==> src/core_rail_fault_alert_pkg.sv <==
// Constants shared by the core rail fault and alert block
package core_rail_fault_alert_pkg;

   // Avalon register byte offsets
   localparam logic [4:0] FAULT_STATUS_OFS   = 5'h00;
   localparam logic [4:0] LOAD_CURRENT_OFS   = 5'h04;
   localparam logic [4:0] TEMP_ZONE_OFS      = 5'h08;
   localparam logic [4:0] MAX_VOLTAGE_OFS    = 5'h0C;
   localparam logic [4:0] PROT_STATUS_OFS    = 5'h10;

   // Fault status field positions
   localparam int THERMAL_ALERT_BIT = 1;
   localparam int MAX_CURRENT_BIT   = 2;

   // Protection status field positions
   localparam int PROT_OCP_BIT      = 0;
   localparam int PROT_OVP_BIT      = 1;
   localparam int PROT_OFS_BIT      = 2;
   localparam int PROT_HOT_BIT      = 3;
   localparam int PROT_CNT_LSB      = 8;

   // Thermometer code bit positions
   localparam int ZONE_HOT_BIT      = 7;
   localparam int ZONE_ALERT_BIT    = 6;
   localparam int ZONE_RELEASE_BIT  = 5;

   // Load current thresholds
   localparam logic [7:0] CURRENT_FULL_SCALE = 8'hFF;
   localparam logic [7:0] CURRENT_RELEASE    = 8'hF2;

   // Reset values
   localparam logic [7:0] MAX_VOLTAGE_RST    = 8'h00;
   localparam logic [7:0] ZONE_RST           = 8'h00;
   localparam logic [7:0] CURRENT_RST        = 8'h00;

   // Over-current persistence in switching cycles
   localparam logic [3:0] OCP_CYCLES         = 4'hF;

   // Over-voltage margins in millivolts, code step in millivolts
   localparam int VCODE_STEP_MV     = 5;
   localparam int OV_MARGIN_MV      = 150;
   localparam int OV_MARGIN_OFS_MV  = 850;
   localparam logic [9:0] OV_MARGIN_CODES     = 10'(OV_MARGIN_MV / VCODE_STEP_MV);
   localparam logic [9:0] OV_MARGIN_OFS_CODES = 10'(OV_MARGIN_OFS_MV / VCODE_STEP_MV);

   // Over-voltage filter time and clock rate
   localparam int CLK_MHZ           = 200;
   localparam int OV_FILTER_NS      = 1000;
   localparam int OV_FILTER_CYC_INT = (OV_FILTER_NS * CLK_MHZ + 999) / 1000;
   localparam logic [7:0] OV_FILTER_CYC = 8'(OV_FILTER_CYC_INT);

endpackage

==> src/core_rail_fault_alert.sv <==
// Core rail thermal/current alerts, over-current and over-voltage protection
// Function
// - Thermal zone bit 6 set drives attention low and sets status bit 1.
// - Thermal alert and status bit 1 clear only when zone bit 5 falls.
// - Status bit 1 follows thermal alert unlatched; reads never clear it.
// - Thermal zone top bit set pulls thermal-hot output low.
// - Thermal-hot releases only when zone bit 6 falls from one to zero.
// - Thermal-hot is open-drain active low, pulling low only.
// - Load current code is eight bits, stored for host reading.
// - Full-scale current code drives attention low and sets status bit 2.
// - Maximum-current alert releases once current code falls to 242.
// - Status bit 2 latched; clears on status read after current at 242.
// - Quick response pulse overrides on-time of every active phase.
// - Phase over limit has its high-side gate forced off meanwhile.
// - Fifteen over-limit switching cycles set latch, phase drives high-Z.
// - Over-current counter returns to zero when condition breaks early.
// - Over-current latch starts graphics rail soft shutdown.
// - Output above max code plus 150mV (850mV with offset strap high) latches over-voltage, low sides on.
// - Over-voltage must persist through a 1us filter before latching.
// - Over-voltage latch starts graphics rail soft shutdown.
// - Over-voltage monitoring starts only after power-on reset completes.
// - Thermal zone is an eight-bit thermometer code of successive thresholds.
//
// Chosen here: the Avalon-MM interface to the registers and the register addresses.
`timescale 1ns/1ps
`default_nettype none

module core_rail_fault_alert #(
   parameter int NUM_PHASES = 3
) (
   input  wire logic                  ref_clk_i,
   input  wire logic                  rst_i,
   // Avalon-MM slave
   input  wire logic [4:0]            avs_address_i,
   input  wire logic                  avs_read_i,
   input  wire logic                  avs_write_i,
   input  wire logic [31:0]           avs_writedata_i,
   input  wire logic [3:0]            avs_byteenable_i,
   output logic      [31:0]           avs_readdata_o,
   output logic                       avs_waitrequest_o,
   // Digitised sense inputs
   input  wire logic [7:0]            temp_zone_code_i,
   input  wire logic                  current_sample_valid_i,
   input  wire logic [7:0]            current_monitor_code_i,
   input  wire logic [7:0]            phase1_sense_neg_code_i,
   input  wire logic                  offset_pin_high_i,
   // Phase control inputs
   input  wire logic                  switch_cycle_i,
   input  wire logic [NUM_PHASES-1:0] phase_active_i,
   input  wire logic [NUM_PHASES-1:0] on_time_req_i,
   input  wire logic                  quick_pulse_i,
   input  wire logic [NUM_PHASES-1:0] over_limit_i,
   // Phase drive outputs
   output logic      [NUM_PHASES-1:0] high_side_gate_o,
   output logic      [NUM_PHASES-1:0] low_side_gate_o,
   output logic      [NUM_PHASES-1:0] phase_drive_oe_o,
   // Alert and protection outputs
   output logic                       alert_n_o,
   output logic                       thermal_hot_n_o,
   output logic                       thermal_hot_oe_o,
   output logic                       overcurrent_latch_o,
   output logic                       overvoltage_latch_o,
   output logic                       graphics_rail_shutdown_o
);
   import core_rail_fault_alert_pkg::*;

   ////////////////////////////////////////////////////////////////////////////
   // Behaviour overview
   //
   // Register bus
   //   Every access costs exactly one wait cycle. The request is seen with
   //   waitrequest high, read data is prepared in that cycle, and the access
   //   completes at the next edge with waitrequest low. Read data is zero
   //   outside the completion cycle, so a late sample reads as zero.
   //   Only the maximum voltage code is writable, through byte lane 0.
   //
   // Thermal path
   //   The zone code is a thermometer code sampled on every clock. The alert
   //   sets on the alert bit and clears only on a falling edge of the release
   //   bit, so a code that hovers near one threshold cannot toggle the line.
   //   The hot pin uses the same scheme one bit higher.
   //   The thermal status bit is the alert level itself, never latched.
   //
   // Current path
   //   The stored current code is updated on sample_valid only. Full scale
   //   sets both the alert and a sticky status bit. The alert drops at or
   //   below the release code. The sticky bit needs the alert released and
   //   a completed status read; a full-scale sample in the same cycle wins.
   //
   // Attention line
   //   Low while either alert is held, high only when both are released.
   //
   // Over-current
   //   Counted on switching-cycle pulses, not on clocks. A tick without any
   //   phase over the limit zeroes the count. The count saturates, and the
   //   latch stays until reset; with it set all drives float.
   //
   // Over-voltage
   //   The compare is armed one edge after reset release, when the offset
   //   strap is also captured for good. The condition must hold on every
   //   clock of the filter; a single clean cycle restarts the count.
   //   The latch holds high sides off and low sides on for active phases.
   //   A later over-current latch takes precedence and floats all drives.
   //
   // Graphics rail
   //   Either protection latch requests its soft shutdown on the same edge.
   //
   // Limitations
   //   The filter length is fixed by the clock rate constant; a different
   //   clock needs that constant changed. Latches clear only by reset.

   ////////////////////////////////////////////////////////////////////////////
   // Parameter check
   generate
      if (NUM_PHASES < 1 || NUM_PHASES > 8) begin : g_bad_phases
         $error("NUM_PHASES must be between 1 and 8");
      end
   endgenerate

   ////////////////////////////////////////////////////////////////////////////
   // State
   typedef struct packed {
      logic                  wait_b;
      logic [31:0]           rdata;
      logic [7:0]            zone;
      logic                  thermal_alert;
      logic                  hot;
      logic                  icc_alert;
      logic                  icc_status;
      logic [7:0]            cur_code;
      logic [7:0]            max_vcode;
      logic                  por_done;
      logic                  ofs_high;
      logic [3:0]            ocp_cnt;
      logic                  ocp_latch;
      logic [7:0]            ov_cnt;
      logic                  ovp_latch;
      logic                  gfx_sd;
      logic                  alert_n;
      logic [NUM_PHASES-1:0] hs;
      logic [NUM_PHASES-1:0] ls;
      logic [NUM_PHASES-1:0] oe;
   } state_t;

   state_t state_r;
   state_t state_nxt;

   logic       access_done;
   logic       status_read;
   logic [9:0] ov_limit;
   logic       ov_above;
   logic       any_over;

   ////////////////////////////////////////////////////////////////////////////
   // Next-state logic
   always_comb begin
      state_nxt   = state_r;
      // Access completes in the cycle waitrequest reads low
      access_done = (avs_read_i | avs_write_i) & ~state_r.wait_b;
      status_read = access_done & avs_read_i & (avs_address_i == FAULT_STATUS_OFS);

      // Bus handshake: one wait cycle, then a single ready cycle
      if (access_done) begin
         state_nxt.wait_b = 1'b1;
      end else if (avs_read_i | avs_write_i) begin
         state_nxt.wait_b = 1'b0;
      end

      // Read data prepared while waitrequest is high
      state_nxt.rdata = 32'h0000_0000;
      if (avs_read_i & state_r.wait_b) begin
         unique case (avs_address_i)
            FAULT_STATUS_OFS: begin
               state_nxt.rdata[THERMAL_ALERT_BIT] = state_r.thermal_alert;
               state_nxt.rdata[MAX_CURRENT_BIT]   = state_r.icc_status;
            end
            LOAD_CURRENT_OFS: state_nxt.rdata[7:0] = state_r.cur_code;
            TEMP_ZONE_OFS:    state_nxt.rdata[7:0] = state_r.zone;
            MAX_VOLTAGE_OFS:  state_nxt.rdata[7:0] = state_r.max_vcode;
            PROT_STATUS_OFS: begin
               state_nxt.rdata[PROT_OCP_BIT] = state_r.ocp_latch;
               state_nxt.rdata[PROT_OVP_BIT] = state_r.ovp_latch;
               state_nxt.rdata[PROT_OFS_BIT] = state_r.ofs_high;
               state_nxt.rdata[PROT_HOT_BIT] = state_r.hot;
               state_nxt.rdata[PROT_CNT_LSB +: 4] = state_r.ocp_cnt;
            end
            default: state_nxt.rdata = 32'h0000_0000;  // Unmapped reads as zero
         endcase
      end

      // Only the maximum voltage code is writable
      if (access_done & avs_write_i & (avs_address_i == MAX_VOLTAGE_OFS) &
          avs_byteenable_i[0]) begin
         state_nxt.max_vcode = avs_writedata_i[7:0];
      end

      state_nxt.zone = temp_zone_code_i;

      // thermal alert set and falling-edge release
      // status bit 1 is this level itself, no read clear
      if (temp_zone_code_i[ZONE_ALERT_BIT]) begin
         state_nxt.thermal_alert = 1'b1;
      end else if (state_r.zone[ZONE_RELEASE_BIT] & ~temp_zone_code_i[ZONE_RELEASE_BIT]) begin
         state_nxt.thermal_alert = 1'b0;
      end

      if (temp_zone_code_i[ZONE_HOT_BIT]) begin
         state_nxt.hot = 1'b1;
      end else if (state_r.zone[ZONE_ALERT_BIT] & ~temp_zone_code_i[ZONE_ALERT_BIT]) begin
         state_nxt.hot = 1'b0;
      end

      if (current_sample_valid_i) begin
         state_nxt.cur_code = current_monitor_code_i;
      end

      if (state_r.cur_code == CURRENT_FULL_SCALE) begin
         state_nxt.icc_alert = 1'b1;
      end else if (state_r.cur_code <= CURRENT_RELEASE) begin
         state_nxt.icc_alert = 1'b0;
      end

      // latched bit; a new full-scale event beats the read clear
      if (state_r.cur_code == CURRENT_FULL_SCALE) begin
         state_nxt.icc_status = 1'b1;
      end else if (status_read & ~state_r.icc_alert) begin
         state_nxt.icc_status = 1'b0;
      end

      state_nxt.alert_n = ~(state_nxt.thermal_alert | state_nxt.icc_alert);

      any_over = |over_limit_i;
      if (switch_cycle_i) begin
         if (!any_over) begin
            state_nxt.ocp_cnt = 4'h0;
         end else if (state_r.ocp_cnt == OCP_CYCLES - 4'h1) begin
            state_nxt.ocp_cnt   = OCP_CYCLES;
            state_nxt.ocp_latch = 1'b1;
         end else if (state_r.ocp_cnt != OCP_CYCLES) begin
            state_nxt.ocp_cnt = state_r.ocp_cnt + 4'h1;
         end
      end

      // power-on done one edge after reset release; strap caught then
      if (!state_r.por_done) begin
         state_nxt.por_done = 1'b1;
         state_nxt.ofs_high = offset_pin_high_i;
      end

      ov_limit = {2'b00, state_r.max_vcode} +
                 (state_r.ofs_high ? OV_MARGIN_OFS_CODES : OV_MARGIN_CODES);
      ov_above = state_r.por_done & ({2'b00, phase1_sense_neg_code_i} > ov_limit);

      // filter: condition must hold every cycle for the full delay
      if (!ov_above) begin
         state_nxt.ov_cnt = 8'h00;
      end else if (state_r.ov_cnt == OV_FILTER_CYC - 8'h01) begin
         state_nxt.ov_cnt    = OV_FILTER_CYC;
         state_nxt.ovp_latch = 1'b1;
      end else if (state_r.ov_cnt != OV_FILTER_CYC) begin
         state_nxt.ov_cnt = state_r.ov_cnt + 8'h01;
      end

      state_nxt.gfx_sd = state_nxt.ocp_latch | state_nxt.ovp_latch;
   end

   ////////////////////////////////////////////////////////////////////////////
   // Per-phase gate drive, registered so outputs leave flip-flops
   genvar p;
   generate
      for (p = 0; p < NUM_PHASES; p++) begin : g_phase
         logic hs_cmd;
         // quick pulse overrides on-time of active phases
         // over-limit phase high side forced off
         assign hs_cmd = phase_active_i[p] & (quick_pulse_i | on_time_req_i[p]) &
                         ~over_limit_i[p];
      end
   endgenerate

   logic [NUM_PHASES-1:0] hs_cmd_all;
   generate
      for (p = 0; p < NUM_PHASES; p++) begin : g_collect
         assign hs_cmd_all[p] = g_phase[p].hs_cmd;
      end
   endgenerate

   state_t state_drv;

   // Gate overrides: over-voltage holds low sides on, over-current floats drives
   always_comb begin
      state_drv = state_nxt;
      if (state_nxt.ovp_latch) begin
         // high sides off, low sides on for active phases
         state_drv.hs = '0;
         state_drv.ls = phase_active_i;
      end else begin
         state_drv.hs = hs_cmd_all;
         state_drv.ls = phase_active_i & ~hs_cmd_all;
      end
      // latched over-current puts phase drives in high impedance
      state_drv.oe = state_nxt.ocp_latch ? '0 : phase_active_i;
      if (state_nxt.ocp_latch) begin
         state_drv.hs = '0;
         state_drv.ls = '0;
      end
   end

   ////////////////////////////////////////////////////////////////////////////
   // State register
   //
   // Synchronous reset returns every field to a constant. The bus answer
   // starts high so no access can complete during or right after reset.
   // Gates and drive enables reset low, so phases stay off until the
   // first clock after release fills them from the inputs.
   // The whole state moves on every edge; there is no enable.
   //
   always_ff @(posedge ref_clk_i) begin
      if (rst_i) begin
         state_r               <= '0;
         state_r.wait_b        <= 1'b1;
         state_r.zone          <= ZONE_RST;
         state_r.cur_code      <= CURRENT_RST;
         state_r.max_vcode     <= MAX_VOLTAGE_RST;
         state_r.alert_n       <= 1'b1;
      end else begin
         state_r <= state_drv;
      end
   end

   ////////////////////////////////////////////////////////////////////////////
   // Outputs
   //
   // Every output below but the constant hot level leaves a flip-flop of the state, so the pins carry
   // no combinational path from the inputs. Gate and enable changes thus
   // appear one clock after the input that caused them.
   // The hot pin is open drain: the level is a constant zero and only the
   // enable moves, so the pin can never be driven high.
   //
   assign avs_readdata_o           = state_r.rdata;
   assign avs_waitrequest_o        = state_r.wait_b;
   assign alert_n_o                = state_r.alert_n;
   // open drain: drive zero only while asserted
   assign thermal_hot_n_o          = 1'b0;
   assign thermal_hot_oe_o         = state_r.hot;
   assign overcurrent_latch_o      = state_r.ocp_latch;
   assign overvoltage_latch_o      = state_r.ovp_latch;
   assign graphics_rail_shutdown_o = state_r.gfx_sd;
   assign high_side_gate_o         = state_r.hs;
   assign low_side_gate_o          = state_r.ls;
   assign phase_drive_oe_o         = state_r.oe;

endmodule

`default_nettype wire

==> config.mk <==
export PLATFORM = sky130hd
export DESIGN_NAME = core_rail_fault_alert
export DESIGN_NICKNAME = d
export VERILOG_FILES = /design/src/core_rail_fault_alert_pkg.sv /design/src/core_rail_fault_alert.sv
export SDC_FILE = /design/constraint.sdc
export NUM_CORES = 1
export LEC_CHECK = 0
export BUFFER_PORTS_ARGS = -buffer_cell sky130_fd_sc_hd__buf_4
export CORE_MARGIN = 5
export CORE_UTILIZATION = 49
export CTS_CLUSTER_SIZE = 8
export DETAILED_ROUTE_END_ITERATION = 10
export GPL_ROUTABILITY_DRIVEN = 1
export PLACE_DENSITY = 0.9
export SYNTH_ARGS = -nofsm -noshare
export SYNTH_HDL_FRONTEND = slang
export SYNTH_SLANG_ARGS = --single-unit
==> constraint.sdc <==
create_clock -name ref_clk_i -period 3.72 [get_ports ref_clk_i]
set_clock_uncertainty 0.1 [all_clocks]
set_input_delay 0.744 -clock ref_clk_i [delete_from_list [all_inputs] [get_ports ref_clk_i]]
set_output_delay 0.744 -clock ref_clk_i [all_outputs]
set_load 0.02 [all_outputs]
Yosys cells after proc, flatten, opt, wreduce, memory -nomap -nowiden. Cells that the tools add are included.

Register bits after elaboration: 88. Bits of input ports: 82. Logic and storage cells: 111.

$add $sub $neg: 3. Magnitude comparators: 2. Eq/ne operators: 10. Muxes and demuxes: 24. Bitwise operators: 36. Reduce and logical (&&, ||, !) cells: 13.

Operator list (count): two-way mux 8 bit (3); bitwise AND 1 bit (17); == test 8 bit, second input constant (2); two-way mux 1 bit (13); two-way mux 4 bit (3); case mux 4 bit (3 select lines) (1); OR reduction 3 bit (4); NOT 1 bit (11); == test 5 x 4 -> 1 bit, second input constant (2); case mux 2 bit (5 select lines) (1); adder 8 x 8 -> 9 bit (1); greater-than comparator 8 x 9 -> 1 bit (1); adder 8 x 1 -> 8 bit, second input constant (1); <= comparator 8 bit, second input constant (1); inequality test 8 bit, second input constant (1); case mux 1 bit (4 select lines) (2); OR reduction 2 bit (4); bitwise OR 1 bit (6); nonzero test 2 bit (3); == test 5 x 3 -> 1 bit, second input constant (1); == test 5 bit, second input constant (1); logical NOT 5 bit (1); adder 4 x 1 -> 4 bit, second input constant (1); == test 4 bit, second input constant (1); 6 further kinds (6).

Logic depth before layout (Yosys ltp).
Depth in word-level cells: 7. Mapped depth: 13.

Worst setup path before layout. No wires, ideal clock.

Kind: register -> register. Start: register state_r[25] (netlist name). End: register state_r (netlist bit high_side_gate_o[0]). Arrival time: 2.586 ns. Setup slack: 0.919 ns. Cell stages (with the launch flop): 13. Path buffers: 0. Path through: dfxtp_1 > inv_1 > ha_1 > a211oi_2 > o21bai_2 > a21oi_1 > xor2_1 > ha_1 > nand4_1 > o2111ai_1 > a41oi_4 > nand3_2 > and3b_1.

Cells in the longest elaborated chain, start to end: 6.

Ends and longest elaborated chain: from (decl) (line core_rail_fault_alert.sv:145) `state_t state_r;`; from (signal assigned) (line core_rail_fault_alert.sv:326) `state_r <= state_drv;`; two-way mux 8 bit (line core_rail_fault_alert.sv:251) `(state_r.ofs_high ? OV_MARGIN_OFS_CODES : OV_MARGIN_CODES);`; adder 8 x 8 -> 9 bit (line core_rail_fault_alert.sv:250) `ov_limit = {2'b00, state_r.max_vcode} +`; greater-than comparator 8 x 9 -> 1 bit (line core_rail_fault_alert.sv:252) `ov_above = state_r.por_done & ({2'b00, phase1_sense_neg_code_i} > ov_limit);`; bitwise AND 1 bit (line core_rail_fault_alert.sv:252); two-way mux 1 bit (line core_rail_fault_alert.sv:255) `if (!ov_above) begin`; OR reduction 3 bit (no line).

No other way between the ends. A chain may end at the register's enable or synchronous reset.

Final worst setup path. Ends and elaborated chain as after synthesis.

==> results.sh <==
export IMPL_status="completed"
export IMPL_reg2reg_depth=12
export IMPL_fin_ws_ns=0.504
export IMPL_numCtsBuffers=9
export IMPL_max_slew_margin_rel_pct=63.7
export IMPL_antenna_cells=0
export IMPL_r2r_end="high_side_gate_o[0]$_SDFF_PP0_"
export IMPL_path_class="flop to flop"
export IMPL_grt_pass1_wl_um=11900
export IMPL_dpl_worst_slack_ns=0.507
export IMPL_die_h_um=92.9
export IMPL_cts_tree="done"
export IMPL_reg2reg_slack_ns=0.50
export IMPL_most_common_layout_cells="buf_4, dfxtp_1, nor2_1"
export IMPL_start_kind="flop"
export IMPL_core_rowCount=30
export IMPL_drt_initial_drc_count=166
export IMPL_p_sw_share_pct=26.4
export IMPL_dieArea_um2=8640
export IMPL_rsz0062_at_grt="no"
export IMPL_cts_num_sinks=68
export IMPL_slew_viol_final=0
export IMPL_worstPathArrival_ns=3.34
export IMPL_cp_required_ns=3.85
export IMPL_post_place_cells=491
export IMPL_grt_max_degree=36
export IMPL_io_buffer_count=81
export IMPL_post_cts_setup_buffers=0
export IMPL_drc_errors=0
export IMPL_drtPass1Iterations=4
export IMPL_synth_edf_count=0
export IMPL_yosys_area_top_type="dfxtp_1"
export IMPL_r2r_start="state_r[25]$_SDFFE_PP0N_"
export IMPL_dp_hpwl_um=5860
export IMPL_power_per_cell_area_nw_per_um2=393
export IMPL_drive_gt1_share_pct=26.9
export IMPL_sequentialPowerShare_pct=48.8
export IMPL_vdd_drop_max_uv=291
export IMPL_ys_warn_count=0
export IMPL_num_vias=2609
export IMPL_htreeDepth=3
export IMPL_power_leakage_nw=1.84
export IMPL_track_usage_pct=17.2
export IMPL_path_max_fanout=6
export IMPL_clkTransAtPathRegs_ns=0.08
export IMPL_tightest_slew_ns=0.541
export IMPL_ant_nets=0
export IMPL_ctsResizeCount=0
export IMPL_synth_area_top_cells="dfxtp_1, buf_4, ha_1"
export IMPL_die_x_um=92.9
export IMPL_maxCapViolCount=0
export IMPL_syn_avg_cell_area_um2=9.34
export IMPL_cts_hold_buffers_added=0
export IMPL_hp_start="state_r[47]$_SDFF_PP0_"
export IMPL_routed_wl_um=7320
export IMPL_grt_overflow=0
export IMPL_clock_latency_ns=0.34
export IMPL_clkPwrFrac_pct=39.3
export IMPL_grt_pass1_vias=2592
export IMPL_routed_via_density=5.15
export IMPL_finalCriticalPeriod_ns=3.22
export IMPL_seq_area_frac_synth_pct=40.4
export IMPL_start_util_pct=49.9
export IMPL_finalSetupViolations=0
export IMPL_hold_viol=0
export IMPL_intPower_mw=1.16
export IMPL_layout_cells_non_filler=507
export IMPL_fin_crit_sh_pct=86.4
export IMPL_syn_area_um2=3370
export IMPL_netSwitchingPower_uw=415
export IMPL_gp_congestion=0.863
export IMPL_root_buffer="clkbuf_8"
export IMPL_hold_class="flop to flop"
export IMPL_syn_inst=361
export IMPL_holdWs_ns=0.355
export IMPL_fmax_mhz=311
export IMPL_setup_tns_ns=0
export IMPL_crit_path_end_kind="flop"
export IMPL_ys_types=47
export IMPL_async_flop_share_pct=0
export IMPL_core_area_um2=6760
export IMPL_pwr_share_comb_pct=11.8
export IMPL_wl_per_cell_um=14.4
export IMPL_holdPathEnd="avs_readdata_o[0]$_SDFF_PP0_"
export IMPL_layout_commonest_cell="buf_4"
export IMPL_yosys_register_bits=68
export IMPL_antenna_found_initial=0
export IMPL_synth_top_area_share_pct=40.4
export IMPL_io_pins=130
export IMPL_min_path_cells=2
export IMPL_synth_flop_cell="dfxtp_1"
export IMPL_final_nets=521
export IMPL_cts_buffer_depth=2
export IMPL_area_growth_pct=18.7
-- logic make-up (layout without fill, tap and decap cells) --
kind of cell,Yosys count,in the layout,synth area share [%]
adders and majority gates,17,17,6.53
AOI/OAI and AO/OA,49,49,10.5
buffers and inverters,65,111,12.2
other,1,21,0.111
muxes,25,25,7.68
DFF,68,68,40.4
xor gates and xnor gates,12,12,3.12
and+or+nand+nor,124,124,19.5
-- worst max-delay path: stages (launching register included) --
cell	delay [ns]
dfxtp_1	0.49
inv_1	0.11
ha_1	0.33
a211oi_2	0.30
o21bai_2	0.12
a21oi_1	0.19
xor2_1	0.18
ha_1	0.28
nand4_1	0.13
o2111ai_1	0.16
a41oi_4	0.29
nand3_2	0.19
and3b_1	0.23
-- flip-flops by register name, summed over array words and instances (netlist names) --
signal	cells
overcurrent_latch_o	1
thermal_hot_oe_o	1
high_side_gate_o	3
phase_drive_oe_o	3
avs_readdata_o	12
overvoltage_latch_o	1
alert_n_o	1
low_side_gate_o	3
avs_waitrequest_o	1
state_r	41
graphics_rail_shutdown_o	1
-- worst max-delay path by stage --
stage	from	end	slack, ns	cells past startpoint
final	state_r[25]$_SDFFE_PP0N_	high_side_gate_o[0]$_SDFF_PP0_	0.50	12
after global routing	state_r[25]$_SDFFE_PP0N_	high_side_gate_o[0]$_SDFF_PP0_	0.29	12
after floorplan	state_r[25]$_SDFFE_PP0N_	high_side_gate_o[0]$_SDFF_PP0_	0.92	12
after detailed placement	state_r[25]$_SDFFE_PP0N_	high_side_gate_o[0]$_SDFF_PP0_	0.51	12
after global placement	state_r[25]$_SDFFE_PP0N_	high_side_gate_o[0]$_SDFF_PP0_	0.63	12
after CTS	state_r[25]$_SDFFE_PP0N_	high_side_gate_o[0]$_SDFF_PP0_	0.48	12
-- metrics by stage --
stage | power, mW | cell area [um2] | util (%)
2_1_floorplan | 0.911 | 3450 | -
3_3_place_gp | 0.961 | 3790 | 56.2
3_5_place_dp | 0.969 | 3790 | 56.2
4_1_cts | 1.58 | 4000 | 59.2
5_1_grt | 1.64 | 4000 | 59.2
6_report | 1.57 | 4000 | 59.2
-- per-layer routing --
metal  routed length, um  track usage, %
met5                   0               0
met4                  47            5.01
met3                 396            4.14
met2                4010            31.3
met1                2860            19.7
-- final cells by class --
class                   instances  area [um2]
fillers                       584        2760
multi-input cells             248        1670
flip-flops and latches         68        1360
repair buffers                 81         608
clock buffers                   9         124
well taps                      80         100
clock inverters                 7        81.3
inverters                      14        52.6
-- Yosys cell counts (3+ instances only) --
cell,number
ha_1,16
nor3_1,7
nor2b_1,11
nand2_1,15
nand3_1,13
a21oi_1,17
xor2_1,8
clkbuf_1,5
o21ai_0,7
nand2b_1,3
a222oi_1,4
xnor2_1,4
mux2i_1,18
nor2_1,46
and3_1,9
mux2_2,7
inv_1,14
a22oi_1,5
dfxtp_1,68
buf_4,44
nand4_1,4
-- power groups by stage --
stage / clock network, mW / registers, mW / logic [mW]
2_1_floorplan: 0 / 0.781 / 0.130
5_1_grt: 0.666 / 0.770 / 0.203
3_3_place_gp: 0 / 0.782 / 0.179
6_report: 0.618 / 0.767 / 0.186
4_1_cts: 0.627 / 0.766 / 0.186
3_5_place_dp: 0 / 0.783 / 0.185
No activity file was read; power rests on OpenSTA's default activity.
